**src/hdl/fss_pkg.sv**
```systemverilog
/*
  Constants, types and field layouts for the flexible-disk function sequencer.
  Assumes a single 40 MHz clock domain and a synchronous, active-high reset.
*/
// How it works
// Empty buffer raises transfer request per word
// Empty buffer leaves sector buffer untouched
// Word count set by mode, length, density
// After last word: status presented, done set
// Interrupt pulse on done when enabled
// Write sector clears status, requests sector
// Second request fetches the track address
// Density mismatch reports error and terminates
// Write buffer plus two CRC bytes
// Read sector clears status, requests both addresses
// Illegal track ends function with error
// Sector not found gives code 70 octal
// Find data mark, fill buffer from disk
// Read good only on zero CRC residue
// CRC failure sets bit 11, code 200
// Deleted mark sets status bit 5
// Every function ends status then done
// Mode one code 100 only finishes
// Mode two code 100 checks key I
// Density init writes mark, zeros, CRC
// Init covers tracks 0-76, 26 sectors
// Host clears done before each command
package fss_pkg;

  // ----------------------------------------------------------------
  // Command word and host interface
  // ----------------------------------------------------------------
  localparam int           WORD_W       = 12;
  localparam int           CMD_FUNC_LSB = 1;
  localparam int           CMD_W8_BIT   = 5;
  localparam int           CMD_DD_BIT   = 8;
  localparam logic [2:0]   FN_EMPTY     = 3'h1;
  localparam logic [2:0]   FN_WRITE     = 3'h2;
  localparam logic [2:0]   FN_READ      = 3'h3;
  localparam logic [2:0]   FN_DENSITY   = 3'h4;
  localparam logic [7:0]   KEY_BYTE     = 8'h49;
  localparam logic [6:0]   LAST_TRACK   = 7'h4c;
  localparam logic [4:0]   LAST_SECTOR  = 5'h1a;
  localparam logic [4:0]   FIRST_SECTOR = 5'h01;

  // ----------------------------------------------------------------
  // Transfer sizes
  // ----------------------------------------------------------------
  localparam logic [8:0]   CNT_64       = 9'h040;
  localparam logic [8:0]   CNT_128      = 9'h080;
  localparam logic [8:0]   CNT_256      = 9'h100;

  // ----------------------------------------------------------------
  // Error/status bits and error codes
  // ----------------------------------------------------------------
  localparam int           ES_DELETED   = 5;
  localparam int           ES_DENSITY   = 6;
  localparam int           ES_DENS_ERR  = 7;
  localparam int           ES_MODE2     = 8;
  localparam int           ES_CRC_ERR   = 11;
  localparam logic [7:0]   EC_TRACK     = 8'h20;
  localparam logic [7:0]   EC_NOT_FOUND = 8'h38;
  localparam logic [7:0]   EC_HEADER    = 8'h60;
  localparam logic [7:0]   EC_CRC       = 8'h80;
  localparam logic [7:0]   EC_DENSITY   = 8'ha0;
  localparam logic [7:0]   EC_KEY       = 8'ha8;
  localparam logic [15:0]  CRC_INIT     = 16'hffff;
  localparam logic [15:0]  CRC_POLY     = 16'h1021;

  // ----------------------------------------------------------------
  // Register map, byte addresses on the bus
  // ----------------------------------------------------------------
  localparam logic [7:0]   REG_CTRL     = 8'h00;
  localparam logic [7:0]   REG_FLAGS    = 8'h04;
  localparam logic [7:0]   REG_ERRCODE  = 8'h08;
  localparam logic [7:0]   REG_ESTAT    = 8'h0c;
  localparam int           CTRL_MODE2   = 0;
  localparam int           CTRL_IE      = 1;

  // ----------------------------------------------------------------
  // Drive results and request carrier
  // ----------------------------------------------------------------
  localparam logic [1:0]   DRV_FOUND    = 2'h0;
  localparam logic [1:0]   DRV_NOTFOUND = 2'h1;

  typedef struct packed {
    logic       write;
    logic       dd;
    logic [6:0] track;
    logic [4:0] sector;
  } fss_drv_req_type;

  typedef enum logic [3:0] {
    ST_IDLE, ST_EB_LOAD, ST_EB_WAIT, ST_SEC_REQ, ST_TRK_REQ, ST_KEY_REQ,
    ST_CHECK, ST_FIND, ST_READ, ST_RD_CHECK, ST_WRITE, ST_FINISH
  } fss_state_type;

endpackage

```
**src/hdl/fss_sequencer.sv**
```systemverilog
/*
  Function sequencer of a flexible-disk controller: empty buffer, write sector,
  read sector and set media density, with transfer-request/done/error flags.
  Assumes host instruction strobes are one-cycle pulses synchronous to CLOCK_IN,
  a drive engine that seeks, finds sectors and streams bytes, and a classic
  Wishbone master for the control and status registers.
*/
module fss_sequencer
  import fss_pkg::*;
(
  input  wire logic              CLOCK_IN,
  input  wire logic              RST_IN,
  input  wire logic              LOAD_CMD_IN,
  input  wire logic [WORD_W-1:0] CMD_WORD_IN,
  input  wire logic              XFER_WR_IN,
  input  wire logic              XFER_RD_IN,
  input  wire logic [WORD_W-1:0] XFER_DATA_IN,
  input  wire logic              TREQ_TEST_IN,
  input  wire logic              DONE_TEST_IN,
  output logic      [WORD_W-1:0] IFACE_WORD_OUT,
  output logic                   TREQ_OUT,
  output logic                   DONE_OUT,
  output logic                   ERROR_OUT,
  output logic                   INT_REQ_OUT,
  input  wire logic              DRV_DENSITY_IN,
  output logic                   DRV_REQ_VALID_OUT,
  output fss_drv_req_type        DRV_REQ_OUT,
  input  wire logic              DRV_ACK_IN,
  input  wire logic [1:0]        DRV_RESULT_IN,
  input  wire logic              DRV_RD_VALID_IN,
  input  wire logic [7:0]        DRV_RD_DATA_IN,
  input  wire logic              DRV_RD_DELETED_IN,
  output logic                   DRV_WR_VALID_OUT,
  output logic      [7:0]        DRV_WR_DATA_OUT,
  input  wire logic              DRV_WR_READY_IN,
  input  wire logic              WB_CYC_IN,
  input  wire logic              WB_STB_IN,
  input  wire logic              WB_WE_IN,
  input  wire logic [7:0]        WB_ADR_IN,
  input  wire logic [3:0]        WB_SEL_IN,
  input  wire logic [31:0]       WB_DAT_IN,
  output logic      [31:0]       WB_DAT_OUT,
  output logic                   WB_ACK_OUT
);

  fss_state_type   state_q;
  logic [2:0]      func_q;
  logic            w8_q;
  logic            dd_q;
  logic            init_q;
  logic [4:0]      sector_q;
  logic [6:0]      track_q;
  logic [8:0]      cnt_q;
  logic [15:0]     crc_q;
  logic [WORD_W-1:0] est_q;
  logic [7:0]      errcode_q;
  logic            treq_set_q;
  logic            done_set_q;
  logic            err_set_q;
  logic            treq_q;
  logic            done_q;
  logic            error_q;
  logic            int_q;
  logic            mode2_q;
  logic            ie_q;
  logic [WORD_W-1:0] iface_q;
  logic            drv_valid_q;
  fss_drv_req_type drv_req_q;
  logic            wr_valid_q;
  logic [7:0]      wr_data_q;
  logic            ack_q;
  logic [31:0]     rdata_q;
  logic [WORD_W-1:0] buf_q [256];
  logic [8:0]      words;
  logic [8:0]      sect_bytes;
  logic            buf_we;
  logic [7:0]      buf_idx;
  logic [7:0]      wr_byte;
  logic [WORD_W-1:0] status_word;

  function automatic logic [15:0] crc_step(input logic [15:0] c, input logic [7:0] d);
    logic [15:0] r;
    r = c;
    for (int i = 7; i >= 0; i--) begin
      if (r[15] ^ d[i]) begin
        r = {r[14:0], 1'b0} ^ CRC_POLY;
      end else begin
        r = {r[14:0], 1'b0};
      end
    end
    return r;
  endfunction

  // ----------------------------------------------------------------
  // Transfer sizes and derived words
  // ----------------------------------------------------------------
  always_comb begin
    if (mode2_q && dd_q) begin
      words = w8_q ? CNT_256 : CNT_128;
    end else begin
      words = w8_q ? CNT_128 : CNT_64;
    end
    sect_bytes = dd_q ? CNT_256 : CNT_128;
    status_word = est_q;
    status_word[ES_MODE2] = mode2_q;
    status_word[ES_DENSITY] = mode2_q & DRV_DENSITY_IN;
  end

  // The buffer is only ever written by a disk read, so empty buffer and
  // write sector cannot disturb it.
  assign buf_we  = (state_q == ST_READ) && DRV_RD_VALID_IN && (cnt_q != 9'h000) && (cnt_q <= sect_bytes);
  assign buf_idx = 8'(cnt_q - 9'h001);
  assign wr_byte = (cnt_q < sect_bytes) ? (init_q ? 8'h00 : buf_q[cnt_q[7:0]][7:0]) :
                   (cnt_q == sect_bytes) ? crc_q[15:8] : crc_q[7:0];

  // ----------------------------------------------------------------
  // Sector buffer
  // ----------------------------------------------------------------
  always_ff @(posedge CLOCK_IN) begin
    if (buf_we) begin
      buf_q[buf_idx] <= {4'h0, DRV_RD_DATA_IN};
    end
  end

  // ----------------------------------------------------------------
  // Function sequencer
  // ----------------------------------------------------------------
  always_ff @(posedge CLOCK_IN) begin
    if (RST_IN) begin
      state_q     <= ST_IDLE;
      func_q      <= 3'h0;
      w8_q        <= 1'b0;
      dd_q        <= 1'b0;
      init_q      <= 1'b0;
      sector_q    <= 5'h00;
      track_q     <= 7'h00;
      cnt_q       <= 9'h000;
      crc_q       <= CRC_INIT;
      est_q       <= '0;
      errcode_q   <= 8'h00;
      treq_set_q  <= 1'b0;
      done_set_q  <= 1'b0;
      err_set_q   <= 1'b0;
      iface_q     <= '0;
      drv_valid_q <= 1'b0;
      drv_req_q   <= '0;
      wr_valid_q  <= 1'b0;
      wr_data_q   <= 8'h00;
    end else begin
      treq_set_q <= 1'b0;
      done_set_q <= 1'b0;
      err_set_q  <= 1'b0;
      case (state_q)
        ST_IDLE: begin
          if (LOAD_CMD_IN) begin
            func_q <= CMD_WORD_IN[CMD_FUNC_LSB +: 3];
            w8_q   <= CMD_WORD_IN[CMD_W8_BIT];
            dd_q   <= CMD_WORD_IN[CMD_DD_BIT];
            init_q <= 1'b0;
            cnt_q  <= 9'h000;
            case (CMD_WORD_IN[CMD_FUNC_LSB +: 3])
              FN_EMPTY: state_q <= ST_EB_LOAD;
              FN_WRITE, FN_READ: begin
                est_q      <= '0;
                treq_set_q <= 1'b1;
                state_q    <= ST_SEC_REQ;
              end
              FN_DENSITY: begin
                if (mode2_q) begin
                  treq_set_q <= 1'b1;
                  state_q    <= ST_KEY_REQ;
                end else begin
                  state_q <= ST_FINISH;
                end
              end
              default: state_q <= ST_FINISH;
            endcase
          end
        end
        ST_EB_LOAD: begin
          iface_q    <= buf_q[cnt_q[7:0]] & (w8_q ? 12'h0ff : 12'hfff);
          treq_set_q <= 1'b1;
          state_q    <= ST_EB_WAIT;
        end
        ST_EB_WAIT: begin
          if (XFER_RD_IN) begin
            cnt_q   <= cnt_q + 9'h001;
            state_q <= (cnt_q + 9'h001 == words) ? ST_FINISH : ST_EB_LOAD;
          end
        end
        ST_SEC_REQ: begin
          if (XFER_WR_IN) begin
            sector_q   <= XFER_DATA_IN[4:0];
            treq_set_q <= 1'b1;
            state_q    <= ST_TRK_REQ;
          end
        end
        ST_TRK_REQ: begin
          if (XFER_WR_IN) begin
            track_q <= XFER_DATA_IN[6:0];
            if (XFER_DATA_IN > {5'h00, LAST_TRACK}) begin
              errcode_q <= EC_TRACK;
              err_set_q <= 1'b1;
              state_q   <= ST_FINISH;
            end else begin
              state_q <= ST_CHECK;
            end
          end
        end
        ST_CHECK: begin
          if (DRV_DENSITY_IN != (mode2_q & dd_q)) begin
            est_q[ES_DENS_ERR] <= 1'b1;
            errcode_q          <= EC_DENSITY;
            err_set_q          <= 1'b1;
            state_q            <= ST_FINISH;
          end else begin
            drv_valid_q <= 1'b1;
            drv_req_q   <= '{write: (func_q == FN_WRITE), dd: (mode2_q & dd_q), track: track_q, sector: sector_q};
            state_q     <= ST_FIND;
          end
        end
        ST_KEY_REQ: begin
          if (XFER_WR_IN) begin
            if (XFER_DATA_IN[7:0] == KEY_BYTE) begin
              init_q      <= 1'b1;
              track_q     <= 7'h00;
              sector_q    <= FIRST_SECTOR;
              drv_valid_q <= 1'b1;
              drv_req_q   <= '{write: 1'b1, dd: dd_q, track: 7'h00, sector: FIRST_SECTOR};
              state_q     <= ST_FIND;
            end else begin
              errcode_q <= EC_KEY;
              err_set_q <= 1'b1;
              state_q   <= ST_FINISH;
            end
          end
        end
        ST_FIND: begin
          if (DRV_ACK_IN) begin
            drv_valid_q <= 1'b0;
            cnt_q       <= 9'h000;
            crc_q       <= CRC_INIT;
            wr_valid_q  <= 1'b0;
            if (DRV_RESULT_IN == DRV_FOUND) begin
              state_q <= drv_req_q.write ? ST_WRITE : ST_READ;
            end else begin
              errcode_q <= (DRV_RESULT_IN == DRV_NOTFOUND && !init_q) ? EC_NOT_FOUND : EC_HEADER;
              err_set_q <= 1'b1;
              state_q   <= ST_FINISH;
            end
          end
        end
        ST_READ: begin
          if (DRV_RD_VALID_IN) begin
            crc_q <= crc_step(crc_q, DRV_RD_DATA_IN);
            cnt_q <= cnt_q + 9'h001;
            if (cnt_q == 9'h000) begin
              est_q[ES_DELETED] <= DRV_RD_DELETED_IN;
            end
            if (cnt_q == sect_bytes + 9'h002) begin
              state_q <= ST_RD_CHECK;
            end
          end
        end
        ST_RD_CHECK: begin
          if (crc_q != 16'h0000) begin
            est_q[ES_CRC_ERR] <= 1'b1;
            errcode_q         <= EC_CRC;
            err_set_q         <= 1'b1;
          end
          state_q <= ST_FINISH;
        end
        ST_WRITE: begin
          if (!wr_valid_q) begin
            wr_data_q  <= wr_byte;
            wr_valid_q <= 1'b1;
          end else if (DRV_WR_READY_IN) begin
            wr_valid_q <= 1'b0;
            cnt_q      <= cnt_q + 9'h001;
            if (cnt_q < sect_bytes) begin
              crc_q <= crc_step(crc_q, wr_data_q);
            end
            if (cnt_q == sect_bytes + 9'h001) begin
              if (!init_q) begin
                state_q <= ST_FINISH;
              end else if (sector_q == LAST_SECTOR && track_q == LAST_TRACK) begin
                state_q <= ST_FINISH;
              end else begin
                sector_q    <= (sector_q == LAST_SECTOR) ? FIRST_SECTOR : sector_q + 5'h01;
                track_q     <= (sector_q == LAST_SECTOR) ? track_q + 7'h01 : track_q;
                drv_req_q.sector <= (sector_q == LAST_SECTOR) ? FIRST_SECTOR : sector_q + 5'h01;
                drv_req_q.track  <= (sector_q == LAST_SECTOR) ? track_q + 7'h01 : track_q;
                drv_valid_q <= 1'b1;
                state_q     <= ST_FIND;
              end
            end
          end
        end
        ST_FINISH: begin
          iface_q    <= status_word;
          done_set_q <= 1'b1;
          state_q    <= ST_IDLE;
        end
        default: state_q <= ST_IDLE;
      endcase
    end
  end

  // ----------------------------------------------------------------
  // Host flags; a set in the same cycle as a test wins
  // ----------------------------------------------------------------
  always_ff @(posedge CLOCK_IN) begin
    if (RST_IN) begin
      treq_q  <= 1'b0;
      done_q  <= 1'b0;
      error_q <= 1'b0;
      int_q   <= 1'b0;
    end else begin
      treq_q  <= treq_set_q | (treq_q & ~TREQ_TEST_IN);
      done_q  <= done_set_q | (done_q & ~DONE_TEST_IN & ~LOAD_CMD_IN);
      error_q <= err_set_q | (error_q & ~LOAD_CMD_IN);
      int_q   <= done_set_q & ie_q;
    end
  end

  // ----------------------------------------------------------------
  // Wishbone slave; answers every access one cycle after the request
  // ----------------------------------------------------------------
  always_ff @(posedge CLOCK_IN) begin
    if (RST_IN) begin
      ack_q   <= 1'b0;
      rdata_q <= 32'h0000_0000;
      mode2_q <= 1'b0;
      ie_q    <= 1'b0;
    end else begin
      ack_q <= WB_CYC_IN & WB_STB_IN & ~ack_q;
      if (WB_CYC_IN && WB_STB_IN && !ack_q) begin
        if (WB_WE_IN && WB_ADR_IN == REG_CTRL && WB_SEL_IN[0]) begin
          mode2_q <= WB_DAT_IN[CTRL_MODE2];
          ie_q    <= WB_DAT_IN[CTRL_IE];
        end
        case (WB_ADR_IN)
          REG_CTRL:    rdata_q <= {30'h0, ie_q, mode2_q};
          REG_FLAGS:   rdata_q <= {24'h0, 4'(state_q), 1'b0, error_q, done_q, treq_q};
          REG_ERRCODE: rdata_q <= {24'h0, errcode_q};
          REG_ESTAT:   rdata_q <= {20'h0, status_word};
          default:     rdata_q <= 32'h0000_0000;
        endcase
      end
    end
  end

  assign IFACE_WORD_OUT    = iface_q;
  assign TREQ_OUT          = treq_q;
  assign DONE_OUT          = done_q;
  assign ERROR_OUT         = error_q;
  assign INT_REQ_OUT       = int_q;
  assign DRV_REQ_VALID_OUT = drv_valid_q;
  assign DRV_REQ_OUT       = drv_req_q;
  assign DRV_WR_VALID_OUT  = wr_valid_q;
  assign DRV_WR_DATA_OUT   = wr_data_q;
  assign WB_DAT_OUT        = rdata_q;
  assign WB_ACK_OUT        = ack_q;

  // ----------------------------------------------------------------
  // Checks
  // ----------------------------------------------------------------
  treq_set_wins_a: assert property (@(posedge CLOCK_IN) disable iff (RST_IN)
    treq_set_q |=> treq_q) else $error("transfer request lost");
  buffer_kept_a: assert property (@(posedge CLOCK_IN) disable iff (RST_IN)
    buf_we |-> func_q == FN_READ && !drv_req_q.write) else $error("buffer written outside a read");
  done_after_status_a: assert property (@(posedge CLOCK_IN) disable iff (RST_IN)
    $rose(done_q) |-> $past(state_q, 2) == ST_FINISH && iface_q == $past(status_word, 2))
    else $error("done without status word");
  int_on_done_a: assert property (@(posedge CLOCK_IN) disable iff (RST_IN)
    int_q |-> done_q && $past(ie_q)) else $error("interrupt without done");
  track_check_a: assert property (@(posedge CLOCK_IN) disable iff (RST_IN)
    state_q == ST_TRK_REQ && XFER_WR_IN && XFER_DATA_IN > 12'h04c |=> errcode_q == 8'h20 ##2 error_q)
    else $error("illegal track not refused");
  not_found_a: assert property (@(posedge CLOCK_IN) disable iff (RST_IN)
    state_q == ST_FIND && DRV_ACK_IN && DRV_RESULT_IN == 2'h1 && !init_q |=> errcode_q == 8'h38)
    else $error("wrong code for missing sector");
  crc_fail_a: assert property (@(posedge CLOCK_IN) disable iff (RST_IN)
    state_q == ST_RD_CHECK && crc_q != 16'h0 |=> est_q[11] && errcode_q == 8'h80 ##1 error_q)
    else $error("CRC failure not reported");
  key_wrong_a: assert property (@(posedge CLOCK_IN) disable iff (RST_IN)
    state_q == ST_KEY_REQ && XFER_WR_IN && XFER_DATA_IN[7:0] != 8'h49 |=> errcode_q == 8'ha8 ##2 done_q)
    else $error("bad key accepted");
  empty_count_a: assert property (@(posedge CLOCK_IN) disable iff (RST_IN)
    state_q == ST_EB_WAIT |-> cnt_q < words) else $error("empty buffer overran its count");
  wb_ack_pulse_a: assert property (@(posedge CLOCK_IN) disable iff (RST_IN)
    WB_ACK_OUT |=> !WB_ACK_OUT) else $error("ack held");

endmodule

```
**config.mk**
```make
export PLATFORM = sky130hd
export DESIGN_NAME = fss_sequencer
export DESIGN_NICKNAME = d
export VERILOG_FILES = /design/src/hdl/fss_pkg.sv /design/src/hdl/fss_sequencer.sv
export SDC_FILE = /design/constraint.sdc
export NUM_CORES = 2
export LEC_CHECK = 0
export BUFFER_PORTS_ARGS = -buffer_cell sky130_fd_sc_hd__buf_2
export CORE_MARGIN = 10
export CORE_UTILIZATION = 50
export CTS_CLUSTER_DIAMETER = 200
export DETAILED_ROUTE_END_ITERATION = 8
export GPL_TIMING_DRIVEN = 0
export HOLD_SLACK_MARGIN = 0.06
export PLACE_DENSITY = 0.65
export SETUP_SLACK_MARGIN = 0.05
export SLEW_MARGIN = 20
export SYNTH_ARGS = -nofsm -noshare
export SYNTH_HDL_FRONTEND = slang
export SYNTH_SLANG_ARGS = --single-unit
export TNS_END_PERCENT = 100
```
**constraint.sdc**
```tcl
create_clock -name CLOCK_IN -period 9.9 [get_ports CLOCK_IN]
set_input_delay 1.485 -clock CLOCK_IN [delete_from_list [all_inputs] [get_ports CLOCK_IN]]
set_output_delay 1.485 -clock CLOCK_IN [all_outputs]
set_load 0.01 [all_outputs]
```
Word level (Yosys, flattened, before mapping)
Memories as Yosys holds them, arrays and structs flattened. A register that Yosys moved wholly into a read port is not among the register bits.
Cells that the tools add are included.
{"block": "totals", "regBits": 136, "ram_bits": 2048, "inputBits": 93, "output_inout_bits": 73, "wordCells": 392, "mem_count": 1}
{"block": "op_classes", "n_addsub": 6, "magnitude_cmp": 3, "n_eq_ne": 51, "n_mux": 200, "bitwise": 49, "n_reduce_logical": 50}
{"memory": "buf_q", "depth": 256, "width": 8, "read_ports": 1, "rd_clocked_by_memory_dff": 1, "write_ports": 1, "line_no": "fss_sequencer.sv:73", "rtl": "logic [WORD_W-1:0] buf_q [256];"}
{"operator": "$mux 16", "count": 61}
{"operator": "$mux 13", "count": 16}
{"operator": "$mux 8", "count": 14}
{"operator": "$mux 12", "count": 8}
{"operator": "$mux 9", "count": 9}
{"operator": "$mux 4", "count": 18}
{"operator": "$mux 7", "count": 10}
{"operator": "$pmux 12 s4", "count": 1}
{"operator": "$pmux 16 s3", "count": 1}
{"operator": "$mux 5", "count": 9}
{"operator": "$not 3->3", "count": 15}
{"operator": "$pmux 9 s5", "count": 1}
{"operator": "$pmux 4 s11", "count": 1}
{"operator": "$mux 14", "count": 3}
{"operator": "$ne 2x2->1 const B", "count": 20}
{"operator": "$pmux 8 s5", "count": 1}
{"operator": "$eq 9x9->1", "count": 4}
{"operator": "$pmux 12 s3", "count": 1}
{"operator": "$reduce_and 9->1", "count": 4}
{"operator": "$mux 1", "count": 30}
{"operator": "$pmux 12 s2", "count": 1}
{"operator": "$pmux 7 s3", "count": 1}
{"operator": "$add 9x1->9 const B", "count": 2}
{"operator": "$eq 4x3->1 const B", "count": 4}
{"operator": "54 further kinds", "count": 124}

Longest topological paths before layout
{"block": "depth", "depth_word": 55, "mapped_depth": 15, "ltp_nobuf": 10}

Worst setup path before layout
Ideal clock, no wire load.
{"block": "synth_path", "kind": "input to register", "start": "input XFER_DATA_IN[1]", "end": "register drv_req_q (netlist bit DRV_REQ_OUT[10])", "setup_ps": 86, "arrival_ps": 3396, "required_ps": 9814, "slack_ps": 6418, "cell_stages": 8, "n_path_buf": 1, "path_cell_list": "or4b_2 > nor4_2 > a21oi_1 > a21oi_1 > a21boi_4 > buf_4 > nor2_1 > a211oi_1"}
{"block": "synth_between", "elab_chain_len": 3}
{"element": "start: declaration", "line_no": "fss_sequencer.sv:17", "rtl": "input wire logic [WORD_W-1:0] XFER_DATA_IN,"}
{"element": "$eq 8x7->1", "line_no": "fss_sequencer.sv:224", "rtl": "if (XFER_DATA_IN[7:0] == KEY_BYTE) begin"}
{"element": "$ne 2x2->1 (no line)"}
{"element": "$reduce_and 9->1 (no line)"}
{"element": "end signal: assignment", "line_no": "fss_sequencer.sv:218", "rtl": "drv_req_q <= '{write: (func_q == FN_WRITE), dd: (mode2_q & dd_q), track: track_q, sector: sector_q};"}
{"element": "end signal: assignment", "line_no": "fss_sequencer.sv:229", "rtl": "drv_req_q <= '{write: 1'b1, dd: dd_q, track: 7'h00, sector: FIRST_SECTOR};"}
{"element": "end: declaration", "line_no": "fss_sequencer.sv:68", "rtl": "fss_drv_req_type drv_req_q;"}
No other way between the ends.
A chain may end at the register's enable or synchronous reset.

==> flow_summary.ini <==
[worst_setup_path]
crit_fanout = 10
worstSetupPathType = register to register
cp_cell_sequence = buf_4 > buf_2 > buf_2 > buf_2 > mux4_2 > mux2i_1 > a21boi_0 > o2111ai_1 > a21oi_2 > a22oi_2 > a211oi_1
cp_top_family = buffers and inverters
cp-end-kind = register
worstPathRequired_ns = 10.74
max_stage_delay_ns = 1.01
start_kind = register
cp_common_cell = buf_2
slowest_stage = buf_2
critical_path_buf_inv_count = 4
cp.arrival_ns = 7.17

[cells_and_area]
final_cell_mix = edfxtp_1 (2048), nor2_1 (409), mux4_2 (328)
synthToLayoutAreaGrowth_pct = 12.30
nets = 5041
layout_commonest_cell = edfxtp_1
nFillCells = 13210
final_layout_size_suffix_gt1_share_pct = 20.08
final_area_um2 = 98510

[sta]
hold_viol_final = 0
max_slew_margin_pct = 8.845
fin_crit_sh_pct = 63.96
final.setup.tns_ns = 0
rsz0062_at_grt = no
worst_pin_slew_ns = 1.365
period_minus_slack_ns = 6.332
finalMaxSlewViolations = 0
fin_skew_ns = 0.07428
final-setup-viol-count = 0
fmax_mhz = 157.9

[yosys]
synth_top_family_by_area = multiplexers
synth-seq-cells = 2165
ys_types = 91
synth_top_area_share_pct = 70.11
yosys.area_share.xor_xnor_pct = 0.5891
yosysWarnings = 0
synth-main-ff-cell = edfxtp_1
synthTopCellsByArea = edfxtp_1 (70%), mux4_2 (8.4%), mux4_1 (5.0%)
synth-async-reset-ratio_pct = 0
synth_area_um2 = 87720
synth-edff-count = 2048
synth-adder-area-share_pct = 0.1997
yosys.area.top_type = edfxtp_1
yosys.area_share.simple_pct = 4.336
syn_area_per_cell_um2 = 19.16
synthMuxAreaShare_pct = 15.27
synth_compound_area_share_pct = 3.823
yosysSeqAreaShare_pct = 72.78
postSynthCellCount = 4578

[floorplanning]
dieHeight_um = 438.9
start_util_pct = 50.35
row_count = 153
core_um2 = 174200
ios = 166
dieArea_um2 = 192600
die_w_um = 438.9

[grt]
grt_start_max_net_pins = 129
grt_first_pass_wirelength_um = 426400
grt_overflow_total = 0
grt_pass1_vias = 47890
antenna_found_initial = 23
grt_usage_pct = 32.85

[pwr]
ir_drop_v = 0.0002032
p_per_area_nw_per_um2 = 237.8
power.switching_mw = 7.150
combPwrFrac_pct = 22.7
pwr-share-seq_pct = 43.4
p_leak_nw = 30.82
internal_power_mw = 16.28
swShare_pct = 30.52
clkPwrFrac_pct = 34.0

[clocking]
clock_sinks = 2165
clock_latency_ns = 0.92
clkTransAtPathRegs_ns = 0.06
cts_setup_buffers = 0
cts_tree = done
ctsResizeCount = 0
htree_levels = 4
cts-root-buf = clkbuf_16
cts_hold_buf = 0
clk_path_buf_depth = 3
cts_made_buffers = 213

[placed_design]
port_buffers = 98
hpwl_um = 208900
gp_congestion = 0.9877
placed_area_um2 = 91800

[run_status]
violations = DRC
outcome = finished, violations left

[flow_run]
maxCapViolations = 0

[route]
avgViaCountPerCell = 6.893
wl_um = 321500
antenna_left = 0
wl_per_cell_um = 43.20
drt-initial-drc-count = 9567
drc = 1
dr.pass1.iters = 9
vias = 51310

[hold_path]
hold_path_class = register to register
[cell usage after synthesis, drive strengths merged, types with 23 or more instances]
| cell type | number |
|---|---|
| dfxtp | 117 |
| mux4 | 494 |
| nor2 | 413 |
| o22ai | 58 |
| a22oi | 74 |
| o21ai | 66 |
| xnor2 | 36 |
| buf | 181 |
| edfxtp | 2048 |
| mux2i | 136 |
| a21oi | 112 |
| mux2 | 25 |
| xor2 | 23 |
| nor3 | 49 |
| nand3 | 51 |
| clkbuf | 129 |
| inv | 28 |
| nand2 | 183 |
| a211oi | 48 |
[kinds of logic after synthesis]
family                   count (synthesis)
AO/OA/AOI/OAI                          493
XOR/XNOR                                59
adder cells (fa/ha/maj)                 14
buffers and inverters                  339
flip-flops                            2165
multiplexers                           655
other                                    1
AND/OR/NAND/NOR                        852
[path summary, 6_finish.rpt]
path / startpoint / to / slack [ns] / depth (start not counted)
max reg2reg: register / DRV_WR_DATA_OUT[1] / 3.57 / 11
min reg2reg: err_set_q / ERROR_OUT / 0.45 / 2
max: register / DRV_WR_DATA_OUT[1] / 3.57 / 11
min: err_set_q / ERROR_OUT / 0.45 / 2
[state kept, by name (all words and copies together) (netlist names), 4 cells and up, named ones only]
name             cells
buf_q             2048
crc_q               16
DRV_REQ_OUT         14
IFACE_WORD_OUT      10
WB_DAT_OUT          10
cnt_q                9
DRV_WR_DATA_OUT      8
track_q              7
errcode_q            5
sector_q             5
state_q              4
[final cells by class]
| type | instances | area, µm² | share of cell area (%) |
|---|---|---|---|
| inverter | 28 | 105.1 | 0.1067 |
| clock buffer | 276 | 5588 | 5.673 |
| clock inverter | 110 | 1070 | 1.086 |
| buffer | 311 | 2535 | 2.573 |
| antenna | 14 | 35.03 | 0.03556 |
| multi-input combinational | 2097 | 21370 | 21.69 |
| tap | 2325 | 2909 | 2.953 |
| timing repair buffer | 118 | 1054 | 1.069 |
| sequential | 2165 | 63840 | 64.81 |
[worst register-to-register path, stage by stage (launching register included)]
cell       delay [ns]
dfxtp_1          0.46
buf_4            0.47
buf_2            0.76
buf_2            0.68
buf_2            1.03
mux4_2           0.41
mux2i_1          0.21
a21boi_0         0.70
o2111ai_1        0.57
a21oi_2          0.59
a22oi_2          0.15
a211oi_1         0.23
[stage by stage]
stage | hold slack (ns) | total power [mW] | utilization [%] | worst slack, ns | instances
5_1_grt | 0.4697 | 23.73 | 56.53 | 3.952 | 7431
6_report | 0.4480 | 23.43 | 56.55 | 3.568 | 7444
3_3_place_gp | 0.4194 | 15.43 | 52.35 | 3.211 | 7024
4_1_cts | 0.4483 | 23.19 | 56.52 | 4.055 | 7430
2_1_floorplan | 0.4130 | 13.15 | - | 6.418 | 4601
3_5_place_dp | 0.4321 | 15.45 | 52.70 | 4.074 | 7044
[routing by layer]
layer | track usage [%] | routed length (µm) | up-vias
li1 | - | - | 19430
met1 | 41.93 | 110400 | 26560
met2 | 47.02 | 138200 | 4368
met3 | 13.38 | 48840 | 936
met4 | 19.89 | 23860 | 24
met5 | 0 | 168 | -
[power by group through the flow]
stage	combinational (mW)	sequential, mW	clock, mW
floorplan	2.81	10.3	0
global placement	5.05	10.4	0
detailed placement	5.10	10.3	0
CTS	5.11	10.2	7.92
global route	5.30	10.2	8.28
finish	5.31	10.2	7.96
Note: power is estimated with default switching activity, not from simulation.
